==> src/hw/msp_pkg.sv <==
package msp_pkg;

  // Link field widths
  localparam int BYTE_W      = 8;             // Bits per serial byte
  localparam int ADDR_W      = 6;             // Register address width
  localparam int CKSUM_W     = 6;             // Ones-count register width
  localparam int LEN_W       = 2;             // Register length in bytes, 1..3
  localparam int MAX_BYTES   = 3;             // Widest register in bytes
  localparam int WORD_W      = MAX_BYTES * BYTE_W;  // Read capture width
  localparam int BITS_W      = 5;             // Remaining read bit count width
  localparam int BITCNT_W    = 3;             // Bit index within a byte

  // Command byte layout
  localparam int CMD_DIR_BIT = 7;             // One means write, zero means read
  localparam logic [BITCNT_W-1:0] LAST_BIT = 3'h7;  // Index of a byte's final bit

  // Ones-count register address
  localparam logic [ADDR_W-1:0] CKSUM_ADDR = 6'h3e;

  // Reset values
  localparam logic [CKSUM_W-1:0] CKSUM_RESET = 6'h00;
  localparam logic [WORD_W-1:0]  WORD_RESET  = 24'h000000;

  // Buffering
  localparam int FIFO_DEPTH  = 4;             // Write bytes held toward the core
  localparam int SYNC_STAGES = 2;             // Pin synchroniser depth

  // Port states
  typedef enum logic [2:0] {
    ST_IDLE   = 3'b000,                       // Deselected, output released
    ST_CMD    = 3'b001,                       // Shifting in a command byte
    ST_DECODE = 3'b010,                       // One cycle to look up the target
    ST_WR     = 3'b011,                       // Shifting in write data
    ST_RD     = 3'b100                        // Shifting out read data
  } msp_state_e;

  // One written byte on its way to the register core
  typedef struct packed {
    logic [ADDR_W-1:0] addr;                  // Target register
    logic [LEN_W-1:0]  idx;                   // Byte number, 0 is most significant
    logic [BYTE_W-1:0] data;                  // Byte value
  } msp_wr_byte_s;

  localparam int WR_BYTE_W = $bits(msp_wr_byte_s);

endpackage

==> src/hw/msp_serial_port.sv <==
// How it works
// - Power-up or select fall gives command mode
// - Command is 8 bits: direction, 6-bit address
// - Last register bit moved returns command mode
// - Input bits sampled on serial clock fall
// - Output bits presented on serial clock rise
// - Select falling edge resets port to command
// - Select high aborts and releases output
// - Link timing follows serial clock only
// - Ones count cleared before first read bit
// - Each read bit sent adds into count
// - Reading the count is itself counted
// - Writes bytewise, MSB byte first, partial dropped
// - Whole register captured at read command
// - Output drives first rise, releases last fall
`timescale 1ns/10ps
module msp_serial_port #(
  parameter int FIFO_DEPTH = msp_pkg::FIFO_DEPTH
) (
  input  wire logic                        clock,
  input  wire logic                        rst,
  input  wire logic                        sclk,
  input  wire logic                        din,
  input  wire logic                        cs_n,
  output logic                             dout,
  output logic                             dout_oe_n,
  output logic [msp_pkg::ADDR_W-1:0]       acc_addr,
  input  wire logic [msp_pkg::LEN_W-1:0]   reg_len_bytes,
  output logic                             rd_req,
  input  wire logic [msp_pkg::WORD_W-1:0]  rd_data,
  output logic                             wr_valid,
  input  wire logic                        wr_ready,
  output msp_pkg::msp_wr_byte_s            wr_byte,
  output logic [msp_pkg::CKSUM_W-1:0]      read_ones_sum
);

  logic [2:0]                     pins_s;         // Synchronised cs_n, sclk, din
  logic                           cs_n_s;         // Select after sync
  logic                           sclk_s;         // Serial clock after sync
  logic                           din_s;          // Data in after sync
  logic                           sclk_prev_reg;  // Serial clock one cycle back
  logic                           cs_n_prev_reg;  // Select one cycle back
  logic                           sclk_rise;      // Rising serial clock seen
  logic                           sclk_fall;      // Falling serial clock seen
  logic                           cs_fall;        // Select just asserted
  logic                           selected;       // Select held low
  msp_pkg::msp_state_e            state_reg;      // Port state
  msp_pkg::msp_state_e            state_next;
  logic [msp_pkg::BITCNT_W-1:0]   bit_cnt_reg;    // Bit index in current byte
  logic [msp_pkg::BYTE_W-1:0]     byte_sh_reg;    // Incoming byte shifter
  logic [msp_pkg::BYTE_W-1:0]     full_byte;      // Byte completed at this fall
  logic                           byte_done;      // Eighth bit sampled now
  logic [msp_pkg::BYTE_W-1:0]     cmd_reg;        // Transfer command
  logic [msp_pkg::LEN_W-1:0]      len_reg;        // Target length in bytes
  logic [msp_pkg::LEN_W-1:0]      len_eff;        // Length with zero forced to one
  logic [msp_pkg::LEN_W-1:0]      byte_idx_reg;   // Write byte number
  logic [msp_pkg::WORD_W-1:0]     shift_reg;      // Outgoing read data
  logic [msp_pkg::WORD_W-1:0]     rd_word;        // Source value for a read
  logic [msp_pkg::WORD_W-1:0]     rd_aligned;     // Source value, first bit on top
  logic [msp_pkg::BITS_W-1:0]     rd_bits_reg;    // Read bits still to send
  logic [msp_pkg::CKSUM_W-1:0]    cksum_reg;      // Ones sent in last read
  logic                           dout_reg;       // Output bit
  logic                           oe_n_reg;       // Output enable, low drives
  logic                           push_valid_reg; // Byte waiting for the FIFO
  msp_pkg::msp_wr_byte_s          push_reg;       // Byte held for the FIFO
  logic                           push_ready;     // FIFO has room
  logic                           is_write;       // Command selects a write
  logic                           send_bit;       // Shift one read bit now
  logic                           read_last;      // Falling edge ends the read

  // Pins cross into the clock domain; sclk is sampled, never used as a clock
  msp_sync #(
    .W    (3),
    .INIT (3'h6)
  ) u_sync (
    .clock (clock),
    .rst   (rst),
    .d     ({cs_n, sclk, din}),
    .q     (pins_s)
  );

  assign cs_n_s = pins_s[2];
  assign sclk_s = pins_s[1];
  assign din_s  = pins_s[0];

  // Edge history of the synchronised pins
  always_ff @(posedge clock or posedge rst) begin
    if (rst) begin
      sclk_prev_reg <= 1'b1;
      cs_n_prev_reg <= 1'b1;
    end else begin
      sclk_prev_reg <= sclk_s;
      cs_n_prev_reg <= cs_n_s;
    end
  end

  // Edge detection, the only timing reference of the link
  assign sclk_rise = sclk_s && !sclk_prev_reg;
  assign sclk_fall = !sclk_s && sclk_prev_reg;
  assign cs_fall   = !cs_n_s && cs_n_prev_reg;
  assign selected  = !cs_n_s;

  // Decode helpers
  assign full_byte = {byte_sh_reg[msp_pkg::BYTE_W-2:0], din_s};
  assign byte_done = sclk_fall && (bit_cnt_reg == msp_pkg::LAST_BIT);
  assign is_write  = cmd_reg[msp_pkg::CMD_DIR_BIT];
  assign len_eff   = (reg_len_bytes == '0) ? 2'h1 : reg_len_bytes;
  assign send_bit  = (state_reg == msp_pkg::ST_RD) && sclk_rise && (rd_bits_reg != '0);
  assign read_last = (state_reg == msp_pkg::ST_RD) && sclk_fall && (rd_bits_reg == '0);

  // Reading the count returns its present value, then restarts it
  assign rd_word = (cmd_reg[msp_pkg::ADDR_W-1:0] == msp_pkg::CKSUM_ADDR) ?
                   {{(msp_pkg::WORD_W-msp_pkg::CKSUM_W){1'b0}}, cksum_reg} :
                   rd_data;

  // Right-justified value moved so its first bit sits on top
  always_comb begin
    case (len_eff)
      2'h1: begin
        rd_aligned = {rd_word[7:0], 16'h0000};
      end
      2'h2: begin
        rd_aligned = {rd_word[15:0], 8'h00};
      end
      default: begin
        rd_aligned = rd_word;
      end
    endcase
  end

  // Target lookup toward the register core
  assign acc_addr = cmd_reg[msp_pkg::ADDR_W-1:0];
  assign rd_req   = (state_reg == msp_pkg::ST_DECODE) && !is_write;

  // Next state
  always_comb begin
    state_next = state_reg;
    if (!selected) begin
      state_next = msp_pkg::ST_IDLE;
    end else if (cs_fall) begin
      state_next = msp_pkg::ST_CMD;
    end else begin
      case (state_reg)
        msp_pkg::ST_IDLE: begin
          state_next = msp_pkg::ST_CMD;
        end
        msp_pkg::ST_CMD: begin
          if (byte_done) begin
            state_next = msp_pkg::ST_DECODE;
          end
        end
        msp_pkg::ST_DECODE: begin
          state_next = is_write ? msp_pkg::ST_WR : msp_pkg::ST_RD;
        end
        msp_pkg::ST_WR: begin
          if (byte_done && (byte_idx_reg == len_reg - 2'h1)) begin
            state_next = msp_pkg::ST_CMD;
          end
        end
        msp_pkg::ST_RD: begin
          if (read_last) begin
            state_next = msp_pkg::ST_CMD;
          end
        end
        default: begin
          state_next = msp_pkg::ST_IDLE;
        end
      endcase
    end
  end

  // State register; device reset lands in command mode
  always_ff @(posedge clock or posedge rst) begin
    if (rst) begin
      state_reg <= msp_pkg::ST_CMD;
    end else begin
      state_reg <= state_next;
    end
  end

  // Byte assembly on falling serial clock; a cut byte never completes
  always_ff @(posedge clock or posedge rst) begin
    if (rst) begin
      bit_cnt_reg <= '0;
      byte_sh_reg <= '0;
    end else if (!selected || cs_fall || (state_next != state_reg)) begin
      bit_cnt_reg <= '0;
    end else if (sclk_fall &&
                 ((state_reg == msp_pkg::ST_CMD) || (state_reg == msp_pkg::ST_WR))) begin
      bit_cnt_reg <= bit_cnt_reg + 3'h1;
      byte_sh_reg <= full_byte;
    end
  end

  // Command capture
  always_ff @(posedge clock or posedge rst) begin
    if (rst) begin
      cmd_reg <= '0;
    end else if ((state_reg == msp_pkg::ST_CMD) && byte_done && selected && !cs_fall) begin
      cmd_reg <= full_byte;
    end
  end

  // Length and write byte number
  always_ff @(posedge clock or posedge rst) begin
    if (rst) begin
      len_reg      <= 2'h1;
      byte_idx_reg <= '0;
    end else if (state_reg == msp_pkg::ST_DECODE) begin
      len_reg      <= len_eff;
      byte_idx_reg <= '0;
    end else if ((state_reg == msp_pkg::ST_WR) && byte_done) begin
      byte_idx_reg <= byte_idx_reg + 2'h1;
    end
  end

  // Completed write bytes wait here until the FIFO takes them
  always_ff @(posedge clock or posedge rst) begin
    if (rst) begin
      push_valid_reg <= 1'b0;
      push_reg       <= '0;
    end else if ((state_reg == msp_pkg::ST_WR) && byte_done && selected && !cs_fall) begin
      push_valid_reg <= 1'b1;
      push_reg       <= '{addr: acc_addr, idx: byte_idx_reg, data: full_byte};
    end else if (push_ready) begin
      push_valid_reg <= 1'b0;
    end
  end

  // Read path: capture whole register, then shift out on rising edges
  always_ff @(posedge clock or posedge rst) begin
    if (rst) begin
      shift_reg   <= msp_pkg::WORD_RESET;
      rd_bits_reg <= '0;
      dout_reg    <= 1'b0;
    end else if (rd_req) begin
      shift_reg   <= rd_aligned;
      rd_bits_reg <= {len_eff, 3'b000};
    end else if (send_bit && selected) begin
      dout_reg    <= shift_reg[msp_pkg::WORD_W-1];
      shift_reg   <= {shift_reg[msp_pkg::WORD_W-2:0], 1'b0};
      rd_bits_reg <= rd_bits_reg - 5'h01;
    end
  end

  // Ones count of the bits sent
  always_ff @(posedge clock or posedge rst) begin
    if (rst) begin
      cksum_reg <= msp_pkg::CKSUM_RESET;
    end else if (rd_req) begin
      cksum_reg <= msp_pkg::CKSUM_RESET;
    end else if (send_bit && selected) begin
      cksum_reg <= cksum_reg + {{(msp_pkg::CKSUM_W-1){1'b0}},
                                shift_reg[msp_pkg::WORD_W-1]};
    end
  end

  // Output enable: on at first rise of a read, off at last fall or deselect
  always_ff @(posedge clock or posedge rst) begin
    if (rst) begin
      oe_n_reg <= 1'b1;
    end else if (!selected || read_last) begin
      oe_n_reg <= 1'b1;
    end else if (send_bit) begin
      oe_n_reg <= 1'b0;
    end
  end

  assign dout          = dout_reg;
  assign dout_oe_n     = oe_n_reg;
  assign read_ones_sum = cksum_reg;

  // Write bytes toward the register core
  msp_fifo #(
    .W     (msp_pkg::WR_BYTE_W),
    .DEPTH (FIFO_DEPTH)
  ) u_fifo (
    .clock     (clock),
    .rst       (rst),
    .in_valid  (push_valid_reg),
    .in_ready  (push_ready),
    .in_data   (push_reg),
    .out_valid (wr_valid),
    .out_ready (wr_ready),
    .out_data  (wr_byte)
  );

  // Checks
  csfall_to_cmd_a: assert property (@(posedge clock) disable iff (rst)
    cs_fall && selected |=> state_reg == msp_pkg::ST_CMD)
    else $error("select fall did not restart command mode");

  desel_release_a: assert property (@(posedge clock) disable iff (rst)
    !selected |=> dout_oe_n && state_reg == msp_pkg::ST_IDLE)
    else $error("deselect did not release output");

  cksum_clear_a: assert property (@(posedge clock) disable iff (rst)
    rd_req |=> cksum_reg == '0 && rd_bits_reg == {$past(len_eff), 3'b000})
    else $error("count not cleared at read start");

  cksum_add_a: assert property (@(posedge clock) disable iff (rst)
    send_bit && selected |=>
      cksum_reg == $past(cksum_reg) + {5'h00, $past(shift_reg[msp_pkg::WORD_W-1])})
    else $error("count missed a sent bit");

  drive_on_rise_a: assert property (@(posedge clock) disable iff (rst)
    $fell(dout_oe_n) |-> $past(sclk_rise) && $past(state_reg) == msp_pkg::ST_RD)
    else $error("output driven without rising edge");

  sample_on_fall_a: assert property (@(posedge clock) disable iff (rst)
    bit_cnt_reg != '0 && $changed(bit_cnt_reg) |-> $past(sclk_fall))
    else $error("bit taken without falling edge");

  read_end_a: assert property (@(posedge clock) disable iff (rst)
    read_last && selected && !cs_fall |=> state_reg == msp_pkg::ST_CMD && dout_oe_n)
    else $error("read end did not return to command");

  dir_decode_a: assert property (@(posedge clock) disable iff (rst)
    state_reg == msp_pkg::ST_DECODE && selected && !cs_fall |=>
      state_reg == (is_write ? msp_pkg::ST_WR : msp_pkg::ST_RD))
    else $error("command direction misdecoded");

  capture_whole_a: assert property (@(posedge clock) disable iff (rst)
    rd_req |=> shift_reg == $past(rd_aligned))
    else $error("read word not captured whole");

  cmd_eight_a: assert property (@(posedge clock) disable iff (rst)
    state_reg == msp_pkg::ST_DECODE |-> $past(state_reg) == msp_pkg::ST_CMD
      && $past(bit_cnt_reg) == msp_pkg::LAST_BIT && $past(sclk_fall))
    else $error("command shorter than eight bits");

endmodule

==> src/hw/msp_sync.sv <==
`timescale 1ns/10ps
// Multi-bit two-flop synchroniser for slow independent pins
module msp_sync #(
  parameter int                W      = 1,
  parameter logic [W-1:0]      INIT   = '0
) (
  input  wire logic            clock,
  input  wire logic            rst,
  input  wire logic [W-1:0]    d,
  output logic      [W-1:0]    q
);

  logic [W-1:0] meta_reg;                    // First stage, read only by second

  // Two stages, both reset to the idle pin levels
  always_ff @(posedge clock or posedge rst) begin
    if (rst) begin
      meta_reg <= INIT;
      q        <= INIT;
    end else begin
      meta_reg <= d;
      q        <= meta_reg;
    end
  end

endmodule

==> src/hw/msp_fifo.sv <==
`timescale 1ns/10ps
// Small synchronous FIFO with valid and ready on both sides
module msp_fifo #(
  parameter int W     = 16,
  parameter int DEPTH = 4
) (
  input  wire logic         clock,
  input  wire logic         rst,
  input  wire logic         in_valid,
  output logic              in_ready,
  input  wire logic [W-1:0] in_data,
  output logic              out_valid,
  input  wire logic         out_ready,
  output logic      [W-1:0] out_data
);

  localparam int PW = (DEPTH > 1) ? $clog2(DEPTH) : 1;

  logic [W-1:0]  mem [DEPTH];                // Storage
  logic [PW-1:0] wr_ptr_reg;                 // Next slot to fill
  logic [PW-1:0] rd_ptr_reg;                 // Oldest slot
  logic [PW:0]   count_reg;                  // Words held
  logic          push;
  logic          pop;

  assign in_ready  = (count_reg != (PW+1)'(DEPTH));
  assign out_valid = (count_reg != '0);
  assign push      = in_valid && in_ready;
  assign pop       = out_valid && out_ready;
  assign out_data  = mem[rd_ptr_reg];

  // Storage write
  always_ff @(posedge clock) begin
    if (push) begin
      mem[wr_ptr_reg] <= in_data;
    end
  end

  // Pointers wrap at the depth
  always_ff @(posedge clock or posedge rst) begin
    if (rst) begin
      wr_ptr_reg <= '0;
      rd_ptr_reg <= '0;
    end else begin
      if (push) begin
        wr_ptr_reg <= (wr_ptr_reg == PW'(DEPTH-1)) ? '0 : wr_ptr_reg + 1'b1;
      end
      if (pop) begin
        rd_ptr_reg <= (rd_ptr_reg == PW'(DEPTH-1)) ? '0 : rd_ptr_reg + 1'b1;
      end
    end
  end

  // Occupancy
  always_ff @(posedge clock or posedge rst) begin
    if (rst) begin
      count_reg <= '0;
    end else if (push && !pop) begin
      count_reg <= count_reg + 1'b1;
    end else if (pop && !push) begin
      count_reg <= count_reg - 1'b1;
    end
  end

endmodule

==> config.mk <==
export PLATFORM = sky130hd
export DESIGN_NAME = msp_serial_port
export DESIGN_NICKNAME = d
export VERILOG_FILES = /design/src/hw/msp_pkg.sv /design/src/hw/msp_serial_port.sv /design/src/hw/msp_sync.sv /design/src/hw/msp_fifo.sv
export SDC_FILE = /design/constraint.sdc
export NUM_CORES = 1
export LEC_CHECK = 0
export ABC_AREA = 1
export BUFFER_PORTS_ARGS = -buffer_cell sky130_fd_sc_hd__buf_2
export CAP_MARGIN = 30
export CORE_MARGIN = 2
export CORE_UTILIZATION = 45
export DETAILED_ROUTE_END_ITERATION = 7
export PLACE_DENSITY = 0.66
export SYNTH_ARGS = -nofsm -noshare
export SYNTH_HDL_FRONTEND = slang
export SYNTH_SLANG_ARGS = --single-unit
==> constraint.sdc <==
create_clock -name clock -period 2.6 [get_ports clock]
set_clock_uncertainty 0.1 [all_clocks]
set_input_delay 0.13 -clock clock [delete_from_list [all_inputs] [get_ports clock]]
set_output_delay 0.13 -clock clock [all_outputs]
set_load 0.02 [all_outputs]
==> metrics.txt <==
DIE AREA approximately 0.016 mm^2; total gr overflow 0; Placer Congestion between 0.8 and 0.9; DRC viols 0; WL/cell roughly 15 um; Post-CTS Setup Bufs 0; Power Density around 740 mW/mm^2; crit path cell chain inv_1 -> nor4_1 -> buf_4 -> nand2_2 -> buf_4 -> nand2_1 -> o211ai_1 -> dlygate4sd3_1 -> nand2_1 -> nand3_1; Final period util 92.51%; Seq cells post-synth 157; CORE AREA between 0.015 and 0.02 mm^2; area grow syn2layout 18.86%; 1st-iter DRT viols 359; Detailed Place HPWL 10.06 mm; RSZ-0062 raised after global routing no; Worst-path clk slew about 60 ps; nets approximately 840; Port Buf Inserts 63; setup TNS 0 ps; Ys Warns 0; CP startpoint kind register; largest net degree at the start of global routing 44; WS Path Type register to register; arrival time worst endpoint roughly 2600 ps; vias in the first global route ~5.3k; slowest stage delay, CP between 500 and 600 ps; prevailing post-synth register cell dfrtp_1; Clock Tree Buf Depth 2; flop2flop setup slack 190 ps; Layout Cells excl Fill roughly 1,000; fmax just over 400 MHz; worst min-delay path class input pin to register; initial core utilization 45.91%; Largest register FFs 64; Worst slew margin between 40% and 50%; TritonCTS Sinks about 160; share of the yosys chip area belonging to registers between 60% and 70%; CP top delay family buffers and inverters; Post-Syn Instances 712; CTS tree yes; antenna-violating nets left 0; vias 5,202; maximum fanout along the worst path 12; Root Driver clkbuf_16; async set-or-reset flop fraction in the synthesized netlist 59.24%; Die Y 128.3 um; Post-synth EDFFs between 60 and 70; peak supply drop 0.0004889 V; CP required 2810 ps; n_diodes 0; WP buf/inv 4; Die X about 130 um; initial antenna violation count 0; gr usage total roughly 19%; Distinct cells, synth 38; final hold viol count 0; synthesized area per cell about 9.8 um^2; Routed WL 14.81 mm; slowest CP cell dlygate4sd3_1; setup violators final 0; Post-Syn Nets ~760; cts bufs inserted 17; Leak ~3.5 nW; Max Cap Viol 0; Cell Area, Synth around 0.0070 mm^2; Final Max Slew Viols 0; Tmin final 2405 ps; Worst-Skew Late Latency 430 ps; fraction of layout cells with a size suffix above 1 17.41%; total iterations of the first detailed-routing run 4; Site Rows 45; first-pass GRT wire length ~25 mm; Worst-Margin Slew roughly 850 ps; placed cells roughly 940; DR vias/cell approximately 5.2; run status completed; final hold slack around 32 ps; io pins 64; CP Capture Type register; H-tree Lvls 4
## synth_stat cells, types with 9 or more instances
master	number	share of area [%]
a21oi_1	14	1.0
clkbuf_1	17	0.92
dfrtp_1	84	30
dfstp_2	9	3.4
edfxtp_1	64	28
ha_1	12	2.2
inv_1	62	3.3
mux2_2	9	1.5
nand2_1	147	7.9
nand3_1	54	3.9
nor2_1	77	4.2
o211ai_1	9	0.97
o21ai_0	80	5.8
o22ai_1	22	2.0
## routing by layer
layer / GRT usage [%] / routed length (um) / vias to the layer above
met4: 7.951 / 264 / 0
li1: - / - / 2557
met3: 4.424 / 705 / 24
met5: 0 / 0 / -
met2: 33.45 / 7311 / 159
met1: 23.88 / 6532 / 2462
## worst register-to-register path, delay by kind of cell (launching register included)
kind | cells | cell delay, ps
simple gates | 5 | 730
buf+inv | 4 | 1030
compound gates | 1 | 100
flops | 1 | 340
## power by group
group          total [mW]  internal (mW)  switching [mW]  leakage [nW]
clock                2.41           1.41           0.997         0.278
sequential           2.71           2.62          0.0850          1.55
combinational       0.983          0.328           0.655          1.72
total                6.10           4.37            1.74          3.55
## cells in the final DEF, fill, tap and decap left out, drive strengths merged
cell and instances:
a21boi 2, a21oi 14, a22o 1, buf 78, bufinv 1, clkbuf 22
clkinv 2, clkinvlp 3, dfrtp 84, dfstp 9, dlygate4sd3 22, edfxtp 64
fa 1, ha 12, inv 71, mux2 9, nand2 150, nand3 56
nand4 1, nor2 80, nor3 4, nor4 2, o211ai 9, o21a 2
o21ai 84, o221ai 1, o22ai 22, xnor2 1, xor2 3
## layout make-up
| class | count | area [um^2] |
|---|---|---|
| clock buffers | 22 | 475.5 |
| clock inverters | 10 | 101.3 |
| fillers | 1289 | 6882 |
| inverters | 67 | 255.2 |
| multi-input cells | 454 | 2276 |
| flip-flops and latches | 157 | 4260 |
| well taps | 188 | 235.2 |
| repair buffers | 100 | 660.6 |
## final timing paths
path | to | from | cells past startpoint
min in group asynchronous | u_fifo.wr_ptr_reg[1]$_DFFE_PP0P_ | rst | 3
max | shift_reg[23]$_DFFE_PP0P_ | cmd_reg[2]$_DFFE_PP0P_ | 10
max in group asynchronous | sclk_prev_reg$_DFF_PP1_ | rst | 4
min reg2reg | u_sync.q[0]$_DFF_PP0_ | u_sync.meta_reg[0]$_DFF_PP0_ | 0
min | shift_reg[19]$_DFFE_PP0P_ | rd_data[11] | 5
max reg2reg | shift_reg[23]$_DFFE_PP0P_ | cmd_reg[2]$_DFFE_PP0P_ | 10
## logic make-up after synthesis
kind of cell	count (synthesis)	synth area share (%)
adder cells (fa/ha/maj)	13	2.447
AO/OA/AOI/OAI	135	10.69
flip-flops	157	61.27
multiplexers	9	1.458
AND/OR/NAND/NOR	293	17.60
XOR/XNOR	4	0.5040
buffers and inverters	101	6.028
## per-stage QoR
stage,area (um^2),worst slack [ps],power [mW],util (%)
after floorplan,6957,577.0,3.390,-
after global placement,7465,479.4,3.685,49.29
after detailed placement,7465,381.7,3.726,49.29
after CTS,8262,66.17,6.153,54.55
after global routing,8264,17.67,6.358,54.56
final,8264,194.6,6.103,54.56
## what timing repair did
item / CTS / global route
resized for setup: 0 / 1
hold buffers: 22 / 0
endpoints found under the setup margin: 0 / 5
endpoints found under the hold margin: 48 / 0
No activity file was read; power rests on OpenSTA's default activity.
